==> src/verilog/hdcr_pkg.sv <==
// Package for the host hardware and DMA configuration register bank.
// Assumes one 200 MHz controller clock and a command-then-data register port.
package hdcr_pkg;

   // =========================================================
   // Command codes
   localparam logic [7:0] CMD_HW_RD = 8'h20;
   localparam logic [7:0] CMD_HW_WR = 8'hA0;
   localparam logic [7:0] CMD_DMA_RD = 8'h21;
   localparam logic [7:0] CMD_DMA_WR = 8'hA1;

   // =========================================================
   // Hardware configuration fields
   localparam int HW_IRQ_GATE_BIT = 0;
   localparam int HW_IRQ_STYLE_BIT = 1;
   localparam int HW_IRQ_LEVEL_BIT = 2;
   localparam int HW_BUS_LSB = 3;
   localparam int HW_BUS_MSB = 4;
   localparam int HW_DREQ_LEVEL_BIT = 5;
   localparam int HW_DACK_LEVEL_BIT = 6;
   localparam int HW_EOT_LEVEL_BIT = 7;
   localparam int HW_ACK_MODE_BIT = 8;
   localparam int HW_OC_SEL_BIT = 10;
   localparam int HW_CLK_KEEP_BIT = 11;
   localparam int HW_PULLDOWN_BIT = 12;
   localparam logic [15:0] HW_WR_MASK = 16'h1DA7;
   localparam logic [15:0] HW_RESET = 16'h0020;
   localparam logic [1:0] BUS_SIZE_16 = 2'h1;

   // =========================================================
   // DMA configuration fields
   localparam int DMA_DIR_BIT = 0;
   localparam int DMA_BUF_BIT = 1;
   localparam int DMA_CNT_BIT = 2;
   localparam int DMA_EN_BIT = 4;
   localparam int DMA_BURST_LSB = 5;
   localparam int DMA_BURST_MSB = 6;
   localparam logic [15:0] DMA_WR_MASK = 16'h0077;
   localparam logic [15:0] DMA_RESET = 16'h0000;

   // =========================================================
   // Timing
   localparam int CLK_PERIOD_PS = 5000;
   localparam int IRQ_PULSE_NS = 10;
   localparam int IRQ_PULSE_CYCLES =
      ((IRQ_PULSE_NS * 1000 + CLK_PERIOD_PS - 1) / CLK_PERIOD_PS < 1) ? 1 :
      (IRQ_PULSE_NS * 1000 + CLK_PERIOD_PS - 1) / CLK_PERIOD_PS;

endpackage : hdcr_pkg

==> src/verilog/hdcr_irq_pin.sv <==
// Interrupt pin driver: level or pulse signalling with selectable polarity.
// Assumes the pending input is already gated and comes from a flip-flop.
`timescale 1ns/100ps
module hdcr_irq_pin #(
   parameter int PULSE_CYCLES = hdcr_pkg::IRQ_PULSE_CYCLES
) (
   input wire logic sys_clk_i,
   input wire logic sys_rst_i,
   input wire logic ce_i,
   input wire logic pending_i,
   input wire logic edge_style_i,
   input wire logic active_high_i,
   output logic pin_o
);
   logic pend_prev_q;
   logic [7:0] pulse_cnt_q;
   logic asserted;

   // =========================================================
   // Edge style: fixed-width pulse on each new pending event
   always_ff @(posedge sys_clk_i) begin
      if (sys_rst_i) begin
         pend_prev_q <= 1'b0;
         pulse_cnt_q <= 8'h00;
      end else if (ce_i) begin
         pend_prev_q <= pending_i;
         if (edge_style_i && pending_i && !pend_prev_q) begin
            pulse_cnt_q <= 8'(PULSE_CYCLES);
         end else if (pulse_cnt_q != 8'h00) begin
            pulse_cnt_q <= pulse_cnt_q - 8'h01;
         end
      end
   end

   assign asserted = edge_style_i ? (pulse_cnt_q != 8'h00) : pending_i;

   always_ff @(posedge sys_clk_i) begin
      if (sys_rst_i) begin
         pin_o <= 1'b1;
      end else if (ce_i) begin
         pin_o <= asserted ~^ active_high_i;
      end
   end
endmodule : hdcr_irq_pin

==> src/verilog/hdcr_regs.sv <==
// Host hardware and DMA configuration registers with pin polarity logic.
// Assumes command/data strobes synchronous to sys_clk_i, one cycle wide.
//
// Contract
// - Interrupt pin asserts only with master gate and a matching source enable.
// - Bus size field always reads 01; writes never change it.
// - Code 20h reads and A0h writes the hardware configuration register.
// - Bit 12 picks external or built-in downstream pull-downs, reset 0.
// - Bit 11 keeps the clock running in suspend when set, reset 0.
// - Bit 10 picks digital external or on-chip analog overcurrent sensing.
// - Bit 8 is acknowledge mode; 0 means acknowledge qualifies read/write strobes.
// - Bits 7,6,5,2 set pin levels; bit 6 stays active low.
// - Bit 1 picks level or pulsed interrupt signalling, reset level.
// - DMA register holds burst, enable, counter, buffer, direction fields; reset 0.
// - Code 21h reads and A1h writes the DMA configuration register.
// - Burst field gives 1, 4 or 8 beats; 11 reserved.
// - DMA enable starts or stops DMA and clears itself on completion.
// - With counter used, request needs a non-zero byte count; else transfer-end ends.
// - Buffer bit picks isochronous or acknowledged list; direction picks read or write.
`timescale 1ns/100ps
module hdcr_regs (
   input wire logic sys_clk_i,
   input wire logic sys_rst_i,
   input wire logic ce_i,
   // Register port: command phase then data phase
   input wire logic cmd_stb_i,
   input wire logic [7:0] cmd_code_i,
   input wire logic wr_stb_i,
   input wire logic [15:0] wr_data_i,
   input wire logic rd_stb_i,
   output logic [15:0] rd_data_o,
   output logic rd_valid_o,
   // Interrupt sources from the status logic
   input wire logic [15:0] irq_status_i,
   input wire logic [15:0] host_irq_source_enables_i,
   output logic host_irq_pin_o,
   // DMA handshake
   input wire logic dma_req_int_i,
   input wire logic byte_count_nonzero_i,
   input wire logic dma_done_i,
   input wire logic host_dma_ack_pin_i,
   input wire logic transfer_end_input_i,
   output logic host_dma_request_pin_o,
   output logic dma_ack_active_o,
   output logic transfer_end_seen_o,
   // Configuration outputs
   output logic pulldown_source_select_o,
   output logic suspend_clock_keep_o,
   output logic overcurrent_sense_select_o,
   output logic dma_ack_mode_o,
   output logic [1:0] burst_size_field_o,
   output logic [3:0] burst_beats_o,
   output logic dma_enable_o,
   output logic byte_counter_use_o,
   output logic list_buffer_select_o,
   output logic transfer_direction_o
);
   logic [15:0] hw_q;
   logic [15:0] dma_q;
   logic [7:0] cmd_q;
   logic irq_pend_q;
   logic dma_end_evt;
   logic [15:0] hw_view;

   // =========================================================
   // Burst field to beats; reserved code falls back to single cycle
   function automatic logic [3:0] burst_beats(input logic [1:0] f);
      logic [3:0] b;
      b = 4'h1;
      unique case (f)
         2'h0: b = 4'h1;
         2'h1: b = 4'h4;
         2'h2: b = 4'h8;
         2'h3: b = 4'h1;
      endcase
      return b;
   endfunction : burst_beats

   // Bus size is not stored, so no write can disturb it
   assign hw_view = (hw_q & hdcr_pkg::HW_WR_MASK) |
      {11'h000, hdcr_pkg::BUS_SIZE_16, 3'h0};

   // =========================================================
   // Command latch
   always_ff @(posedge sys_clk_i) begin
      if (sys_rst_i) begin
         cmd_q <= 8'h00;
      end else if (ce_i && cmd_stb_i) begin
         cmd_q <= cmd_code_i;
      end
   end

   // =========================================================
   // Hardware configuration register
   always_ff @(posedge sys_clk_i) begin
      if (sys_rst_i) begin
         hw_q <= hdcr_pkg::HW_RESET;
      end else if (ce_i && wr_stb_i && cmd_q == hdcr_pkg::CMD_HW_WR) begin
         // Reserved bits and the fixed active-low acknowledge level are masked
         hw_q <= wr_data_i & hdcr_pkg::HW_WR_MASK;
      end
   end

   // =========================================================
   // DMA configuration register; a write in the done cycle wins so a new
   // transfer started right at completion is not cancelled
   assign dma_end_evt = dma_done_i ||
      (!dma_q[hdcr_pkg::DMA_CNT_BIT] && transfer_end_seen_o);

   always_ff @(posedge sys_clk_i) begin
      if (sys_rst_i) begin
         dma_q <= hdcr_pkg::DMA_RESET;
      end else if (ce_i) begin
         if (wr_stb_i && cmd_q == hdcr_pkg::CMD_DMA_WR) begin
            dma_q <= wr_data_i & hdcr_pkg::DMA_WR_MASK;
         end else if (dma_end_evt) begin
            dma_q[hdcr_pkg::DMA_EN_BIT] <= 1'b0;
         end
      end
   end

   // =========================================================
   // Read path: data registered one cycle after the read strobe
   always_ff @(posedge sys_clk_i) begin
      if (sys_rst_i) begin
         rd_data_o <= 16'h0000;
         rd_valid_o <= 1'b0;
      end else if (ce_i) begin
         rd_valid_o <= rd_stb_i;
         if (rd_stb_i) begin
            if (cmd_q == hdcr_pkg::CMD_HW_RD) begin
               rd_data_o <= hw_view;
            end else if (cmd_q == hdcr_pkg::CMD_DMA_RD) begin
               rd_data_o <= dma_q & hdcr_pkg::DMA_WR_MASK;
            end else begin
               rd_data_o <= 16'h0000;
            end
         end
      end
   end

   // =========================================================
   // Pin logic
   always_ff @(posedge sys_clk_i) begin
      if (sys_rst_i) begin
         irq_pend_q <= 1'b0;
         host_dma_request_pin_o <= 1'b0;
         dma_ack_active_o <= 1'b0;
         transfer_end_seen_o <= 1'b0;
      end else if (ce_i) begin
         irq_pend_q <= hw_q[hdcr_pkg::HW_IRQ_GATE_BIT] &&
            |(irq_status_i & host_irq_source_enables_i);
         host_dma_request_pin_o <= (dma_req_int_i && dma_q[hdcr_pkg::DMA_EN_BIT] &&
            (!dma_q[hdcr_pkg::DMA_CNT_BIT] || byte_count_nonzero_i))
            ~^ hw_q[hdcr_pkg::HW_DREQ_LEVEL_BIT];
         // Acknowledge is only ever active low; mode 1 is treated as normal
         dma_ack_active_o <= !host_dma_ack_pin_i;
         transfer_end_seen_o <= transfer_end_input_i ~^
            hw_q[hdcr_pkg::HW_EOT_LEVEL_BIT];
      end
   end

   hdcr_irq_pin #(
      .PULSE_CYCLES(hdcr_pkg::IRQ_PULSE_CYCLES)
   ) u_irq_pin (
      .sys_clk_i(sys_clk_i),
      .sys_rst_i(sys_rst_i),
      .ce_i(ce_i),
      .pending_i(irq_pend_q),
      .edge_style_i(hw_q[hdcr_pkg::HW_IRQ_STYLE_BIT]),
      .active_high_i(hw_q[hdcr_pkg::HW_IRQ_LEVEL_BIT]),
      .pin_o(host_irq_pin_o)
   );

   // =========================================================
   // Configuration outputs straight from the register flops; burst_beats_o is decoded and registered one cycle later
   assign pulldown_source_select_o = hw_q[hdcr_pkg::HW_PULLDOWN_BIT];
   assign suspend_clock_keep_o = hw_q[hdcr_pkg::HW_CLK_KEEP_BIT];
   assign overcurrent_sense_select_o = hw_q[hdcr_pkg::HW_OC_SEL_BIT];
   assign dma_ack_mode_o = hw_q[hdcr_pkg::HW_ACK_MODE_BIT];
   assign burst_size_field_o = dma_q[hdcr_pkg::DMA_BURST_MSB:hdcr_pkg::DMA_BURST_LSB];
   assign dma_enable_o = dma_q[hdcr_pkg::DMA_EN_BIT];
   assign byte_counter_use_o = dma_q[hdcr_pkg::DMA_CNT_BIT];
   assign list_buffer_select_o = dma_q[hdcr_pkg::DMA_BUF_BIT];
   assign transfer_direction_o = dma_q[hdcr_pkg::DMA_DIR_BIT];

   always_ff @(posedge sys_clk_i) begin
      if (sys_rst_i) begin
         burst_beats_o <= 4'h1;
      end else if (ce_i) begin
         burst_beats_o <= burst_beats(dma_q[hdcr_pkg::DMA_BURST_MSB:hdcr_pkg::DMA_BURST_LSB]);
      end
   end
endmodule : hdcr_regs

==> config.mk <==
export PLATFORM = sky130hd
export DESIGN_NAME = hdcr_regs
export DESIGN_NICKNAME = d
export VERILOG_FILES = /design/src/verilog/hdcr_pkg.sv /design/src/verilog/hdcr_irq_pin.sv /design/src/verilog/hdcr_regs.sv
export SDC_FILE = /design/constraint.sdc
export NUM_CORES = 1
export LEC_CHECK = 0
export BUFFER_PORTS_ARGS = -buffer_cell sky130_fd_sc_hd__buf_2
export CELL_PAD_IN_SITES_DETAIL_PLACEMENT = 2
export CELL_PAD_IN_SITES_GLOBAL_PLACEMENT = 2
export CORE_MARGIN = 2
export CORE_UTILIZATION = 30
export CTS_BUF_LIST = sky130_fd_sc_hd__clkbuf_8
export DETAILED_ROUTE_END_ITERATION = 16
export PLACE_DENSITY = 0.95
export SYNTH_ARGS = -nofsm -noshare
export SYNTH_HDL_FRONTEND = slang
export SYNTH_SLANG_ARGS = --single-unit
==> constraint.sdc <==
create_clock -name sys_clk_i -period 3 [get_ports sys_clk_i]
set_clock_uncertainty 0.2 [all_clocks]
set_input_delay 0.6 -clock sys_clk_i [delete_from_list [all_inputs] [get_ports sys_clk_i]]
set_output_delay 0.6 -clock sys_clk_i [all_outputs]
set_load 0.005 [all_outputs]
==> flow_summary.toml <==
[placement]
dp_cells = 441
gp_congestion = 0.796
port_buffers = 91
dp_hpwl_mm = 5.87
pre_cts_ws_ps = 637

[clocking]
ctsHtreeMaxLevel = 2
clock_sinks = 53
cts_tree = "yes"
cts_resized = 0
root_buffer = "clkbuf_8"
clk_pin_slew_ps = 100
clk_path_buf_depth = 2
cts_setup_buffers = 0
cts_hold_buf = 0
numCtsBuffers = 5
insertion_delay_ps = 310

[floorplan]
coreArea_um2 = 7650
die_h_um = 92.4
rows = 32
initial_utilization = 0.306
design.portCount = 102
die_x_um = 92.4
die-area_um2 = 8530

[pwr]
p_leak_uw = 0.00133
power.density_nw_per_um2 = 584
power.total_uw = 1750
ir_drop_mv = 0.257

[finish]
multiInputGateArea_um2 = 1180
fin_nets = 416
area_growth_pct = 27.6
seq_area_um2 = 1060
layout-drive-gt1-share = 0.317
stdcell_count = 449
fill_cells = 861
antenna_cells = 0

[synthesis]
yosys-top-cells-area = "dfxtp_1 45%, mux2i_1 7.3%, nand2_1 4.6%, nor2_1 4.5%, a21oi_1 4.1%"
yosys-top-cells-count = "53 x dfxtp_1, 29 x nand2_1, 28 x nor2_1, 19 x a21oi_1, 17 x mux2i_1"
synth_edf_count = 0
yosys_register_bits = 53
yosysUniqueCellTypes = 45
yosys.area.top_type = "dfxtp_1"
ys_seq_area_frac = 0.453
syn_avg_cell_area_um2 = 9.12
synth.top_cell.area_share = 0.453
netlist_instances = 257
synth_most_common_cell = "dfxtp_1"
ys.flop_type = "dfxtp_1"
syn_area_um2 = 2340
async_flop_share = 0
ys_warn_count = 0

[global_route]
antenna_found_initial = 0
grt_pass1_vias = 2485
grt-ovfl-total = 0
grt_start_max_net_pins = 30
grt_pass1_wl_mm = 12.8
grt.total_usage = 0.188

[critical_path]
path_max_fanout = 7
startpoint_type = "flop"
critical_path_class = "flop to flop"
cp_slowest_cell = "or3b_1"
cp.arrival_ps = 2090
crit_family = "simple AND/OR/NAND/NOR gates"
critPathBufInv = 0
crit_path_cell_trace = "or3b_1 -> nor3_4 -> mux2i_1 -> nor2_1"
cp_slowest_stage_delay_ps = 530
worst_setup_path_end_kind = "flop"
crit_required_ps = 2980
r2r_slack_ps = 890

[drt]
drt_wl_total_mm = 7.85
vias = 2278
dr.pass1.iters = 4
wl_per_cell_um = 17.5
remaining_drc_errors = 0
ant_nets = 0
routed_via_density = 5.07
drt-initial-drc-count = 78

[sta]
rsz0062_at_grt = "false"
drv_slew = 0
holdWs_ps = 253
period_minus_slack_ps = 2110
worst_pin_slew_ps = 860
final_hold_viol_count = 0
setup_tns_ps = 0
setup_viol = 0
fmax_ghz = 0.474
max-slew-margin-rel = 0.427
finalWorstSetupSlack_ps = 892
finalCritPeriodShare = 0.703

[run_status]
run_status = "finished clean"

[flow_run]
maxCapViolCount = 0

[min_path]
hp-class = "flop to flop"
==> kinds of logic after synthesis <==
family                   count (synthesis)  synth area share
AO/OA/AOI/OAI                           53             0.161
XOR/XNOR                                 5            0.0187
adder cells (fa/ha/maj)                  3            0.0160
buffers and inverters                   24            0.0497
flip-flops                              53             0.453
multiplexers                            17            0.0726
other                                    1           0.00160
AND/OR/NAND/NOR                        101             0.228
==> cell type report <==
cell class,instances,share of cell area
multi-input combinational,184,0.395
sequential,53,0.355
timing repair buffer,94,0.160
tap,102,0.0427
clock buffer,5,0.0230
clock inverter,3,0.0146
inverter,8,0.0100
==> metrics by stage <==
stage	cell area (µm²)	utilization
CTS	2990	0.391
global placement	2880	0.376
finish	2990	0.391
floorplan	2360	-
global route	2990	0.391
detailed placement	2880	0.376
==> per-layer routing <==
| layer | GRT usage | part of all wire | vias up | wire length (µm) |
|---|---|---|---|---|
| met5 | 0 | 0 | - | 0 |
| met4 | 0.0547 | 0.014 | 0 | 108 |
| met3 | 0.0350 | 0.029 | 9 | 231 |
| met2 | 0.347 | 0.54 | 48 | 4270 |
| met1 | 0.221 | 0.41 | 1125 | 3240 |
| li1 | - | - | 1096 | - |
==> placed cells by master (no fill, tap or decap), drive strengths merged, types with 4 or more instances in the layout <==
master,Yosys,layout
a22o,9,9
conb,1,5
or4,4,4
mux2i,17,17
nor3,6,6
nand3b,4,4
nand2,29,29
xor2,4,4
a221oi,4,4
clkbuf,6,5
dfxtp,53,53
a32oi,5,5
inv,7,8
buf,10,94
nand4,4,4
nand3,11,11
a21oi,19,19
nor2,28,28
o211ai,4,4
==> sequential cells by signal, indices dropped and copies added, names as in the netlist, 3 cells and up <==
name,cells
rd_data_o,12
cmd_q,8
dma_q,6
u_irq_pin.pulse_cnt_q,8
hw_q,9
burst_beats_o,3
==> report_power, final <==
group	switching, µW	leakage [µW]	internal [µW]	total (µW)
logic	247	0.000843	180	427
clock network	250	0.0000585	251	500
registers	63.5	0.000430	756	819
==> worst reg2reg max path: cells and delay by family (launching register included) <==
kind,cells,cell delay [ps]
and+or+nand+nor,3,1110
DFF,1,330
muxes,1,330
==> worst paths after layout <==
check,start,end,cells past startpoint
hold / removal,rd_data_o[5],rd_data_o[5],2
hold reg to reg,rd_data_o[5],rd_data_o[5],2
setup reg to reg,cmd_q[4],dma_q[2],4
setup / recovery,cmd_q[4],dma_q[2],4
(Power assumes the default switching activity.)
